`config.mk`:
```
export PLATFORM = sky130hd
export DESIGN_NAME = kwsr_key_wakeup_unit
export DESIGN_NICKNAME = d
export VERILOG_FILES = /design/src/core/kwu_pkg.sv /design/src/core/kwu_key_wakeup_unit.sv
export SDC_FILE = /design/constraint.sdc
export NUM_CORES = 1
export LEC_CHECK = 0
export ABC_AREA = 1
export BUFFER_PORTS_ARGS = -buffer_cell sky130_fd_sc_hd__buf_2
export CAP_MARGIN = 20
export CORE_UTILIZATION = 35
export DETAILED_ROUTE_END_ITERATION = 10
export PLACE_DENSITY = 0.67
export SLEW_MARGIN = 30
export SYNTH_ARGS = -nofsm -noshare
export SYNTH_HDL_FRONTEND = slang
export SYNTH_SLANG_ARGS = --single-unit
```
`constraint.sdc`:
```
create_clock -name clock -period 0.85 [get_ports clock]
set_input_delay 0.17 -clock clock [delete_from_list [all_inputs] [get_ports clock]]
set_output_delay 0.17 -clock clock [all_outputs]
set_load 0.01 [all_outputs]
```
`src/core/kwu_pkg.sv`:
```
// Constants and types for the key-on wakeup stop-release unit.
package kwsr_pkg;
    // =========================================================
    // Register map
    localparam logic [11:0] KWSR_ENABLE_ADDR = 12'hf9f;
    localparam logic [11:0] KWSR_CTRL_ADDR = 12'hfa0;
    localparam logic [11:0] KWSR_STATUS_ADDR = 12'hfa1;
    // =========================================================
    // Field positions and reset values
    localparam int KWSR_EN_LSB = 4;
    localparam int KWSR_EN_MSB = 7;
    localparam int KWSR_KEYS = 4;
    localparam int KWSR_REL_MODE_BIT = 0;
    localparam int KWSR_STAT_STOP_BIT = 0;
    localparam int KWSR_STAT_KEY_LSB = 4;
    localparam logic [3:0] KWSR_EN_RESET = 4'h0;
    localparam logic KWSR_REL_MODE_RESET = 1'h1;
    localparam logic [7:0] KWSR_RDATA_RESET = 8'h00;
    localparam logic KWSR_PIN_PREV_RESET = 1'h0;
    localparam logic KWSR_WARMUP_RESET = 1'h0;
    // =========================================================
    // Stop-state machine
    typedef enum logic [1:0] {
        KWSR_RUN = 2'h1,
        KWSR_STOPPED = 2'h2
    } kwsr_state_t;
endpackage

```
`src/core/kwu_key_wakeup_unit.sv`:
```
// Key-on wakeup unit: stop entry, refusal and release from pin and keys.
//
// Implementation choice: strobed register access.
`timescale 1ns/1ps
`default_nettype none

module kwsr_key_wakeup_unit
    import kwsr_pkg::*;
(
    input wire logic clock,
    input wire logic reset_n,
    input wire logic [11:0] reg_addr,
    input wire logic [7:0] reg_wdata,
    input wire logic reg_wr,
    input wire logic reg_rd,
    output logic [7:0] reg_rdata,
    input wire logic [3:0] key_wake_in,
    input wire logic stop_pin,
    input wire logic stop_cmd,
    output logic release_req,
    output logic stop_mode,
    output logic warmup_start
);

    logic [3:0] key_en_r;
    logic level_mode_r;
    logic pin_prev_r;
    logic warmup_r;
    logic [7:0] rdata_r;
    kwsr_state_t state_r;
    kwsr_state_t state_nxt;
    logic [3:0] key_low;
    logic key_release;
    logic wake;

    // =========================================================
    // Status decode
    // The raw key levels sit beside the stop flag so that software can
    // confirm every enabled key is high before it asks for stop.
    function automatic logic [7:0] status_word(input logic [3:0] keys,
        input logic stopped);
        logic [7:0] word;
        word = 8'h00;
        word[KWSR_STAT_KEY_LSB +: KWSR_KEYS] = keys;
        word[KWSR_STAT_STOP_BIT] = stopped;
        return word;
    endfunction

    // =========================================================
    // Register port
    // Enable bits take effect at once, so a low key can refuse the next stop.
    always_ff @(posedge clock or negedge reset_n) begin
        if (!reset_n) begin
            key_en_r <= KWSR_EN_RESET;
        end else if (reg_wr && reg_addr == KWSR_ENABLE_ADDR) begin
            key_en_r <= reg_wdata[KWSR_EN_MSB:KWSR_EN_LSB];
        end
    end

    // Release mode comes up as level mode, the safer of the two.
    always_ff @(posedge clock or negedge reset_n) begin
        if (!reset_n) begin
            level_mode_r <= KWSR_REL_MODE_RESET;
        end else if (reg_wr && reg_addr == KWSR_CTRL_ADDR) begin
            level_mode_r <= reg_wdata[KWSR_REL_MODE_BIT];
        end
    end

    // The enable register is write-only, so it reads back as zero; read
    // data stand for one cycle and then fall back to zero.
    always_ff @(posedge clock or negedge reset_n) begin
        if (!reset_n) begin
            rdata_r <= KWSR_RDATA_RESET;
        end else if (reg_rd) begin
            unique case (reg_addr)
                KWSR_CTRL_ADDR: begin
                    rdata_r <= {7'h00, level_mode_r};
                end
                KWSR_STATUS_ADDR: begin
                    rdata_r <= status_word(key_wake_in, stop_mode);
                end
                default: begin
                    rdata_r <= KWSR_RDATA_RESET;
                end
            endcase
        end else begin
            rdata_r <= KWSR_RDATA_RESET;
        end
    end
    assign reg_rdata = rdata_r;

    // =========================================================
    // Release condition
    // Pure gates so the request exists while the core clock is stopped.
    // A key counts only while its enable bit is set and its pin is low.
    genvar k;
    generate
        for (k = 0; k < KWSR_KEYS; k = k + 1) begin : g_key
            assign key_low[k] = key_en_r[k] & ~key_wake_in[k];
        end
    endgenerate
    assign key_release = |key_low;
    assign release_req = stop_pin | key_release;

    // Edge mode ignores keys for release, though they still refuse stop; the pin edge needs the clock running, so a
    // pulse on the pin shorter than one clock period can be missed.
    always_comb begin
        if (level_mode_r) begin
            wake = release_req;
        end else begin
            wake = stop_pin & ~pin_prev_r;
        end
    end

    always_ff @(posedge clock or negedge reset_n) begin
        if (!reset_n) begin
            pin_prev_r <= KWSR_PIN_PREV_RESET;
        end else begin
            pin_prev_r <= stop_pin;
        end
    end

    // =========================================================
    // Stop state
    always_comb begin
        state_nxt = state_r;
        unique case (state_r)
            KWSR_RUN: begin
                if (stop_cmd && !release_req) begin
                    state_nxt = KWSR_STOPPED;
                end
            end
            KWSR_STOPPED: begin
                if (wake) begin
                    state_nxt = KWSR_RUN;
                end
            end
            default: state_nxt = KWSR_RUN;
        endcase
    end

    always_ff @(posedge clock or negedge reset_n) begin
        if (!reset_n) begin
            state_r <= KWSR_RUN;
        end else begin
            state_r <= state_nxt;
        end
    end

    // Warm-up starts on a refused stop or on a release from stop.
    always_ff @(posedge clock or negedge reset_n) begin
        if (!reset_n) begin
            warmup_r <= KWSR_WARMUP_RESET;
        end else begin
            warmup_r <= (state_r == KWSR_RUN && stop_cmd && release_req) ||
                (state_r == KWSR_STOPPED && wake);
        end
    end
    assign warmup_start = warmup_r;
    assign stop_mode = (state_r == KWSR_STOPPED);
endmodule // kwsr_key_wakeup_unit

`default_nettype wire

```
**Word-level counts from Yosys, hierarchy flattened**

Index checks and enable logic that the tools add are counted.

- Equal/unequal tests: 7
- Mux-type cells: 6
- Bitwise operators: 11
- Reduce and logical (&&, ||, !) cells: 10

Operators by type and width:

| operator | number |
|---|---|
| 12-bit equality test, second input constant | 3 |
| 8-bit one-hot mux with 2 select lines | 1 |
| 8-bit 2-to-1 mux | 1 |
| 1-bit logical AND | 6 |
| 1-bit AND | 5 |
| 1-bit inverter | 5 |
| 2-bit 2-to-1 mux | 2 |
| 2-bit one-hot mux with 2 select lines | 1 |
| 4-bit OR reduction | 1 |
| 2-bit by 1-bit equality test with 1-bit output, second input constant | 1 |
| 2-bit equality test, second input constant | 1 |
| 2-bit by 1-bit != test with 1-bit output, second input constant | 1 |
| 2-bit != test, second input constant | 1 |
| 2-bit AND reduction | 1 |
| 1-bit logical NOT | 1 |
| 1-bit logical OR | 1 |
| 1-bit 2-to-1 mux | 1 |
| 1-bit bitwise OR | 1 |

- Flip-flop bits (word level): 17
- Input bits: 30
- Output and inout port bits: 11
- Logic and storage cells: 40

**Longest topological paths before layout**

Gate-level depths: netlist of the first run.

- Depth after elaboration: 8
- Mapped depth: 8
- Mapped depth without buffers: 8

**Least setup slack after synthesis of the first run**

OpenSTA, ideal clock, no wires.

- Kind: register to register
- From: reg state_r[0]
- To: reg state_r[0]
- Setup time: 0.076 ns
- Data arrival time: 0.843 ns
- Required time: 0.774 ns
- Path slack: -0.069 ns
- Cell stages (with the launch flop): 5
- Buffers on the path: 0
- Period minus slack after synthesis: 0.919 ns
- Cells stage by stage: dfstp_2 and3_1 nand3_1 nand2_1 nand2_1

- Longest elaborated chain between the ends: 3
- Elaborated cells between the ends (all ways): 6
- Classes of those cells: 4 x eq/ne; 1 x mux; 1 x reduce/logical

Ends and longest elaborated chain:

| what | RTL line | text |
|---|---|---|
| start: declaration | kwu_key_wakeup_unit.sv:30 | `kwsr_state_t state_r;` |
| start signal: assignment | kwu_key_wakeup_unit.sv:146 | `state_r <= state_nxt;` |
| 2-bit by 1-bit equality test with 1-bit output or 2-bit equality test (tied branches) | kwu_key_wakeup_unit.sv:127 | `unique case (state_r)` |
| 2-bit != test (no source line) or 2-bit by 1-bit != test with 1-bit output (tied branches) | - |  |
| 2-bit AND reduction (no source line) | - |  |

Parallel ways exist; a longest one is shown, timed or not.
A chain may end at the register's enable or synchronous reset.

**Final worst setup path of the first run**

- From: reg key_en_r[3]
- To: out release_req

- Longest elaborated chain between the ends: 3

Ends and longest elaborated chain:

| what | RTL line | text |
|---|---|---|
| start: declaration | kwu_key_wakeup_unit.sv:25 | `logic [3:0] key_en_r;` |
| start signal: assignment | kwu_key_wakeup_unit.sv:56 | `key_en_r <= reg_wdata[KWSR_EN_MSB:KWSR_EN_LSB];` |
| 1-bit AND | kwu_key_wakeup_unit.sv:99 | `assign key_low[k] = key_en_r[k] & ~key_wake_in[k];` |
| 4-bit OR reduction | kwu_key_wakeup_unit.sv:102 | `assign key_release = \|key_low;` |
| 1-bit bitwise OR | kwu_key_wakeup_unit.sv:103 | `assign release_req = stop_pin \| key_release;` |
| end: declaration | kwu_key_wakeup_unit.sv:20 | `output logic release_req,` |

Every way passes these cells.

==> run metrics, run 1 <==
crit-path cells=nand2_1 > nand2_1 > nor2_2 > nand2_2 > buf_6; r2r startpoint=key_en_r[3]$_DFFE_PN0P_; drt drc=0; Worst-path clk slew=0.08 ns; PwrDens=1150 nW/um^2; Tot GR Track Use=between 10% and 20%; DR iter-0 viols=9; Placed Area=just over 1000 sq um; proportion of layout cells with a drive suffix above 1=between 50% and 60%; outcome=finished with violations; drt wl/cell=a little under 9 um; max incr delay on CP=0.38 ns; vias per cell=4.18; CP max stage cell=dfrtp_1; routability-driven placement congestion ratio=0.755; critical path's top delay family=flip-flops; largest net degree at the start of global routing=15; die width=48.8 um; TNS Setup=-1.92 ns; worst setup margin=-0.410 ns; I/O Pins=between 40 and 50; DP HPWL=1090 um; Critical Path AT=1.09 ns; Rows=16; first-pass GRT wire length=2750 um; Netlist cell types=19; kind of end point of the critical path=primary output; die height=48.8 um; Bufs and invs on worst path=1; die area=2380 sq um; Fillers=196; Seq/Total Area, Yosys=46.0%; Final Max Slew Viols=0; Worst Skew=0.00371 ns; Routed Antenna Nets=0; ANT cells=0; flops & latches, synth=14; failing checks=negative setup slack; H-tree depth=1; cell total after placement=about 160; CP startpoint=key_en_r[3]$_DFFE_PN0P_; P&R area growth vs syn=48.8%; router iterations before antenna repair=3; TritonCTS clock tree=built; synthesized cell area=~770 sq um; Starting Density=about two fifths; Clock Path Buffers=2; Nets=178; crit start category=flop; CP Class=reg2out; r2r setup slk=-0.21 ns; worst-skew pair later-pin latency=0.28 ns; Non-Filler Instances=174; syn_area_per_cell=7.99 sq um; max-cap violations=0; Worst Setup EP=release_req; Vias=728; WP data required=0.68 ns; unrepaired setup endpoints after global routing=true; critical path's most frequent cell=nand2_1; Worst R2R End=state_r[1]$_DFFE_PN0P_; Crit. path cell count=5; leak pwr=0.000670 uW; initial antenna violation count=0; period utilisation layout=148%; Total Power=1320 uW; Setup violations, final=12; Final min period=roughly 1.3 ns; number of global-route vias before repair=707; Setup Slack @ Placement=-0.124 ns; Tightest Hold Check Type=in2reg; fmax=794 MHz; worst reg2reg path depth=8; Cells after Synth=96; total gr overflow=0; total clock sinks=14; Design Area, Final=about 1100 sq um; Worst Path Max Fanout=2; Peak VDD IR=0.588 mV; final wirelength=1520 um; Core ar.=2000 sq um; Buffers on Ports=34; yosys warns=0; TritonCTS buffer count=3; root buf cell=clkbuf_4; Hold Fails Final Rpt=0; Worst Hold Launch=stop_pin
[state kept, by name, indices dropped and copies added, names as in the netlist]
signal and flops:
reg_rdata 5, level_mode_r 1, pin_prev_r 1, warmup_start 1, state_r 2, key_en_r 4
[cell usage in the layout, fill, tap and decap left out, drive strengths merged]
cell / synthesis / final
and3: 1 / 1
buf: 3 / 47
clkbuf: 0 / 4
conb: 1 / 3
dfrtp: 12 / 12
dfstp: 2 / 2
dlygate4sd3: 0 / 1
inv: 15 / 15
nand2: 31 / 31
nand3: 9 / 9
nand3b: 1 / 1
nand4: 3 / 3
nor2: 17 / 17
o21bai: 1 / 1
[what timing repair did]
item	in CTS	in global routing
setup endpoints to repair	12	13
setup buffers	10	4
hold buffers	1	0
gates resized for setup	9	7
pin swaps	7	4
endpoints found under the hold margin	12	0
[worst min path at each step]
stage               cells past startpoint                 endpoint  slack [ns]
finish                                  1     pin_prev_r$_DFF_PN0_        0.02
CTS                                     1     pin_prev_r$_DFF_PN0_       0.009
detailed placement                      1   reg_rdata[5]$_DFF_PN0_        0.07
global placement                        1   reg_rdata[6]$_DFF_PN0_        0.07
global route                            1     pin_prev_r$_DFF_PN0_       0.004
floorplan                               0  key_en_r[0]$_DFFE_PN0P_       -0.13
[report_power, final]
part           switching [uW]  internal (uW)  leakage [uW]
Clock                     213            182     0.0000150
Sequential               7.68            685      0.000185
Combinational             118            111      0.000470
Total                     338            978      0.000670
[cells in the mapped netlist]
cell type / number / area (sq um)
nand3_1: 8 / 40.0
o21bai_1: 1 / 7.51
dfrtp_1: 12 / 300
and3_1: 1 / 6.26
nand2_2: 3 / 18.8
nand4_1: 3 / 18.8
nor2_2: 3 / 18.8
inv_2: 1 / 3.75
nor2_8: 1 / 20.0
nor2_4: 3 / 33.8
nand2_4: 1 / 11.3
nor2_1: 10 / 37.5
conb_1: 1 / 3.75
buf_4: 3 / 22.5
dfstp_2: 2 / 52.6
nand3b_1: 1 / 7.51
inv_1: 14 / 52.6
nand3_2: 1 / 10.0
nand2_1: 27 / 101
[cell families after synthesis]
family,count (synthesis),share of synthesized area (%)
and+or+nand+nor,62,42.3
DFF,14,46.0
buffers and inverters,18,10.3
AOI/OAI and AO/OA,1,0.979
other,1,0.489
[stage by stage]
step / hold slack (ns) / util [%]
2_1_floorplan: -0.126 / -
4_1_cts: 0.00948 / 56.9
3_5_place_dp: 0.0731 / 50.7
6_report: 0.0160 / 57.0
5_1_grt: 0.00397 / 57.0
3_3_place_gp: 0.0692 / 50.7
[per-layer routing]
metal / track usage [%] / vias to the layer above / routed length, um
met5: 0 / - / 0
met4: 10.3 / 0 / 37
met3: 3.12 / 4 / 97
met2: 25.9 / 31 / 748
met1: 17.6 / 305 / 641
li1: - / 388 / -
[cell type report]
| class | instances | area (sq um) | area share, % |
|---|---|---|---|
| sequential | 14 | 353 | 30.9 |
| timing repair buffer | 48 | 294 | 25.8 |
| tap | 27 | 33.8 | 2.96 |
| clock buffer | 4 | 26.3 | 2.30 |
| inverter | 15 | 56.3 | 4.93 |
| multi-input combinational | 66 | 378 | 33.1 |
No activity file was read; power rests on OpenSTA's default activity.
==> run 2, diff against run 1 <==
--- a/config.mk
+++ b/config.mk
@@ -10,7 +10,6 @@
 export CAP_MARGIN = 20
 export CORE_UTILIZATION = 35
 export DETAILED_ROUTE_END_ITERATION = 10
-export PLACE_DENSITY = 0.67
 export SLEW_MARGIN = 30
 export SYNTH_ARGS = -nofsm -noshare
 export SYNTH_HDL_FRONTEND = slang
==> constraint.sdc (replaced) <==
create_clock -name clock -period 1.5 [get_ports clock]
set_input_delay 0.3 -clock clock [delete_from_list [all_inputs] [get_ports clock]]
set_output_delay 0.3 -clock clock [all_outputs]
set_load 0.01 [all_outputs]
==> run 2 against run 1 <==
Compared with the run above: the flow now finishes without violations; worst hold slack improved by 0.14 ns; critical path type unchanged; cell count fell by 6.9%; via count fell by 8.7%; combinational power fell by 54%.
==> run metrics, run 2 (synthesized netlist as in run 1, its figures left out) <==
crit start category=flop; Peak VDD IR=0.322 mV (-45%); leak pwr=0.000609 uW (-9.1%); Hold Fails Final Rpt=0 (unchanged); most frequent cells in the layout=buf_2, nand2_1, inv_1; Rows=16 (unchanged); ANT cells=0 (unchanged); initial antenna violation count=0 (unchanged); Fillers=211 (+7.7%); vias per cell=4.10 (-1.9%); Total Power=760 uW (-42%); routability-driven placement congestion ratio=0.726 (-3.9%); drt wl/cell=8.09 um (-7.7%); PwrDens=748 nW/um^2 (-35%); Nets=166 (-6.7%); DP HPWL=1100 um (+0.44%); Core ar.=2000 sq um (unchanged); DR iter-0 viols=2 (-7); router iterations before antenna repair=3 (unchanged); Worst R2R End=state_r[0]$_DFFE_PN1P_; Clock Path Buffers=2 (unchanged); Setup Slack @ Placement=0.332 ns (+0.457 ns); final wirelength=1310 um (-14%); H-tree depth=1 (unchanged); largest net degree at the start of global routing=15 (unchanged); Hold EP=pin_prev_r$_DFF_PN0_; Final min period=1.42 ns; area occupied by multi-input gates=343 sq um (-9.3%); hold path cells=1 (unchanged); Register Area=353 sq um (unchanged); max reg flops=5 (unchanged); TritonCTS clock tree=built; total clock sinks=14 (unchanged); number of global-route vias before repair=610 (-14%); period utilisation layout=about 94%; Buffers on Ports=34 (unchanged); worst setup margin=0.0838 ns (+0.494 ns); Worst Hold Launch=stop_pin; first-pass GRT wire length=2300 um (-16%); worst-skew pair later-pin latency=0.27 ns (about the same); max-cap violations=0 (unchanged); I/O Pins=41 (unchanged); CP Class=reg2out; die width=48.8 um (unchanged); Vias=665 (-8.7%); Setup violations, final=0 (-12); root buf cell=clkbuf_4; Worst Skew=0.00576 ns (+0.00205 ns); total gr overflow=0 (unchanged); Tightest Hold Check Type=in2reg; worst reg2reg path depth=4 (-4); P&R area growth vs syn=32.5%; Routed Antenna Nets=0 (unchanged); Critical Path AT=1.12 ns (+0.03 ns); most common cell after layout, fill and taps aside=buf_2; TritonCTS buffer count=3 (unchanged); Worst-path clk slew=0.09 ns (about the same); r2r startpoint=state_r[0]$_DFFE_PN1P_; drt drc=0 (unchanged); proportion of layout cells with a drive suffix above 1=40.0% (-10 points); outcome=finished, final reports clean; die height=48.8 um (unchanged); Tot GR Track Use=12.7% (-2.8 points); fmax=approximately 710 MHz; Starting Density=38.3% (unchanged); kind of end point of the critical path=primary output; unrepaired setup endpoints after global routing=true; Final Max Slew Viols=0 (unchanged); r2r setup slk=0.51 ns (+0.72 ns); Worst Path Max Fanout=4 (+2); CP startpoint=key_en_r[3]$_DFFE_PN0P_; WP data required=1.20 ns (+0.52 ns); die area=2380 sq um (unchanged)
[run 2: cell count changes in the layout (fill, tap and decap cells not counted), moves of 2 or more]
cell / previous run / this run
nand2_1: 24 / 27
buf_6: 3 / 1
nand3_1: 5 / 8
nand3_2: 4 / 1
nand2_2: 6 / 3
buf_4: 12 / 1
[run 2: worst max-delay path by stage]
| stage | slack [ns] | end | depth (start not counted) |
|---|---|---|---|
| floorplan | 0.55 | release_req | 4 |
| global placement | 0.34 | release_req | 6 |
| detailed placement | 0.33 | release_req | 6 |
| CTS | 0.07 | release_req | 5 |
| global route | -0.01 | release_req | 5 |
| finish | 0.08 | release_req | 5 |
[run 2: cell type report]
class / instances / share of cell area [%]
clock buffer: 4 / 3.57
inverter: 15 / 5.54
multi-input combinational: 66 / 33.7
sequential: 14 / 34.7
tap: 27 / 3.33
timing repair buffer: 36 / 19.1
[run 2: where the power goes]
part           leakage (uW)  switching [uW]  total (uW)  internal (uW)
clock network     0.0000210             117         264            147
registers          0.000185            2.75         391            388
logic              0.000403            58.5         105           46.1
[run 2: layer usage]
metal | part of all wire, % | GRT usage (%)
met3 | 7.2 | 3.12
met4 | 0.99 | 7.35
met5 | 0 | 0
met2 | 44 | 20.6
met1 | 47 | 15.2
[run 2: repair_timing]
| item | CTS | global route |
|---|---|---|
| hold endpoints to repair | 12 | 0 |
| setup buffers | 0 | 1 |
| setup endpoints to repair | 0 | 1 |
| hold buffers | 1 | 0 |
| resized for setup | 0 | 1 |
[run 2: critical path, cell delays in order, from the launching register on]
cell     delay [ns]
dfrtp_1        0.38
nand2_1        0.06
nand2_1        0.05
nor2_2         0.13
nand2_2        0.09
buf_6          0.13
[run 2: through the flow]
stage	hold slack [ns]	setup TNS (ns)	cells	instance area (sq um)	utilization [%]
global route	0.135	-0.0102	162	1020	50.7
global placement	0.204	0	156	956	47.8
detailed placement	0.205	0	156	956	47.8
floorplan	0.00441	0	98	774	-
CTS	0.145	0	161	1000	50.1
finish	0.153	0	162	1020	50.7
==> run 3, diff against run 2 <==
--- a/config.mk
+++ b/config.mk
@@ -8,8 +8,9 @@
 export ABC_AREA = 1
 export BUFFER_PORTS_ARGS = -buffer_cell sky130_fd_sc_hd__buf_2
 export CAP_MARGIN = 20
-export CORE_UTILIZATION = 35
+export CORE_UTILIZATION = 45
 export DETAILED_ROUTE_END_ITERATION = 10
+export PLACE_DENSITY = 0.8
 export SLEW_MARGIN = 30
 export SYNTH_ARGS = -nofsm -noshare
 export SYNTH_HDL_FRONTEND = slang
==> run 3 against run 2 <==
Compared with the run above: worst hold slack worse by 0.0091 ns; maximum frequency fell by 2.1%; design area is 1.2% lower; critical path type unchanged.
==> run metrics, run 3 (synthesized netlist as in run 1, its figures left out) <==
outcome=finished, final reports clean; die area=1870 sq um (-21%); root buf cell=clkbuf_4; met2 Usage GRT=26.0% (+5.4 points); kind of end point of the critical path=primary output; Worst-path clk slew=0.08 ns (about the same); total gr overflow=0 (unchanged); TNS Setup=0 ns (unchanged); TritonCTS buffer count=3 (unchanged); PwrDens=754 nW/um^2 (+0.82%); met1 Use GR=18.5% (+3.3 points); vias per cell=4.57 (+11%); Nets=167 (+0.60%); Worst Hold Launch=stop_pin; WP data required=1.20 ns (about the same); Worst Path Max Fanout=4 (unchanged); Buffers on Ports=34 (unchanged); die width=43.3 um (-11%); crit start category=flop; period utilisation layout=96.5% (+2.1 points); Total Power=757 uW (-0.42%); most common cell after layout, fill and taps aside=buf_2; CP startpoint=key_en_r[3]$_DFFE_PN0P_; Tightest Hold Check Type=in2reg; router iterations before antenna repair=2 (-1); proportion of layout cells with a drive suffix above 1=40.4% (+0.44 points); I/O Pins=41 (unchanged); Core ar.=1540 sq um (-23%); Worst Skew=0.000415 ns (-0.00534 ns); fmax=691 MHz (-2.1%); DR iter-0 viols=8 (+6); leak pwr=0.000611 uW (+0.44%); initial antenna violation count=0 (unchanged); total clock sinks=14 (unchanged); cell total after placement=145 (-7.1%); Final min period=1.45 ns (+0.0311 ns); largest net degree at the start of global routing=15 (unchanged); Tot GR Track Use=15.3% (+2.6 points); r2r startpoint=key_en_r[3]$_DFFE_PN0P_; die height=43.3 um (-11%); Non-Filler Instances=152 (-6.2%); drt drc=0 (unchanged); Vias=694 (+4.4%); worst setup margin=0.0527 ns (-0.0311 ns); Routed Antenna Nets=0 (unchanged); met3 usage=2.55% (-0.56 points); TritonCTS clock tree=built; worst-skew pair later-pin latency=0.27 ns (about the same); busiest layer in global routing=met2; Starting Density=49.8% (+11 points); Rows=14 (-2); first-pass GRT wire length=2150 um (-6.9%); CP Class=reg2out; ANT cells=0 (unchanged); # resized after CTS=0 (unchanged); drt wl/cell=8.40 um (+3.9%); Peak VDD IR=0.348 mV (+7.8%); Setup Slack @ Placement=0.323 ns (-0.00958 ns); P&R area growth vs syn=30.8%; number of global-route vias before repair=594 (-2.6%); Setup violations, final=0 (unchanged); final wirelength=1280 um (-2.5%); Critical Path AT=1.15 ns (+0.03 ns); H-tree depth=1 (unchanged); max reg flops=5 (unchanged); routability-driven placement congestion ratio=0.753 (+3.7%); Hold Fails Final Rpt=0 (unchanged); most frequent cells in the layout=buf_2, nand2_1, inv_1; Clock Path Buffers=2 (unchanged); Final Max Slew Viols=0 (unchanged); max-cap violations=0 (unchanged); DP HPWL=1060 um (-2.9%)
[run 3: cell count changes in the layout (fill, tap and decap cells not counted), sizes merged]
cell,previous run,this run
buf,35,36
[run 3: cell type report]
class	count	area [sq um]
Clock buffer	4	36.3
Fill cell	141	538
Inverter	15	56.3
Multi-Input combinational cell	66	343
Sequential cell	14	353
Tap cell	16	20.0
Timing Repair Buffer	37	195
[run 3: timing repair]
| item | in CTS | in global routing |
|---|---|---|
| hold endpoints to repair | 12 | 0 |
| buffers inserted | 0 | 2 |
| endpoints found under the setup margin | 0 | 1 |
| hold buffers | 1 | 0 |
[run 3: critical path, cell delays in order (launching register included)]
cell,delay [ns]
dfrtp_1,0.38
nand2_1,0.07
nand2_1,0.05
nor2_2,0.14
nand2_2,0.09
buf_2,0.14
[run 3: final timing paths]
check / end / depth (start not counted) / slack (ns)
max: release_req / 5 / 0.05
min reg2reg: key_en_r[0]$_DFFE_PN0P_ / 2 / 0.48
min in group asynchronous: warmup_start$_DFF_PN0_ / 2 / 0.44
min: pin_prev_r$_DFF_PN0_ / 1 / 0.14
max reg2reg: state_r[0]$_DFFE_PN1P_ / 7 / 0.49
max in group asynchronous: level_mode_r$_DFFE_PN1P_ / 2 / 0.79
[run 3: layer usage]
layer	up-vias	wire, um
met4	0	17
met2	31	634
li1	365	-
met1	296	533
met5	-	0
met3	2	92
[run 3: power by group]
part | switching (uW) | internal [uW] | leakage (uW)
registers | 2.71 | 388 | 0.000185
clock network | 114 | 148 | 0.0000210
logic | 57.7 | 46.1 | 0.000406
total | 175 | 582 | 0.000611
[run 3: stage by stage]
step	instance area (sq um)	utilization (%)	hold WS, ns
after detailed placement	942	61.1	0.200
after floorplan	774	-	0.00441
final	1000	65.1	0.144
after global placement	942	61.1	0.196
after global routing	1000	65.1	0.139
after CTS	988	64.1	0.135
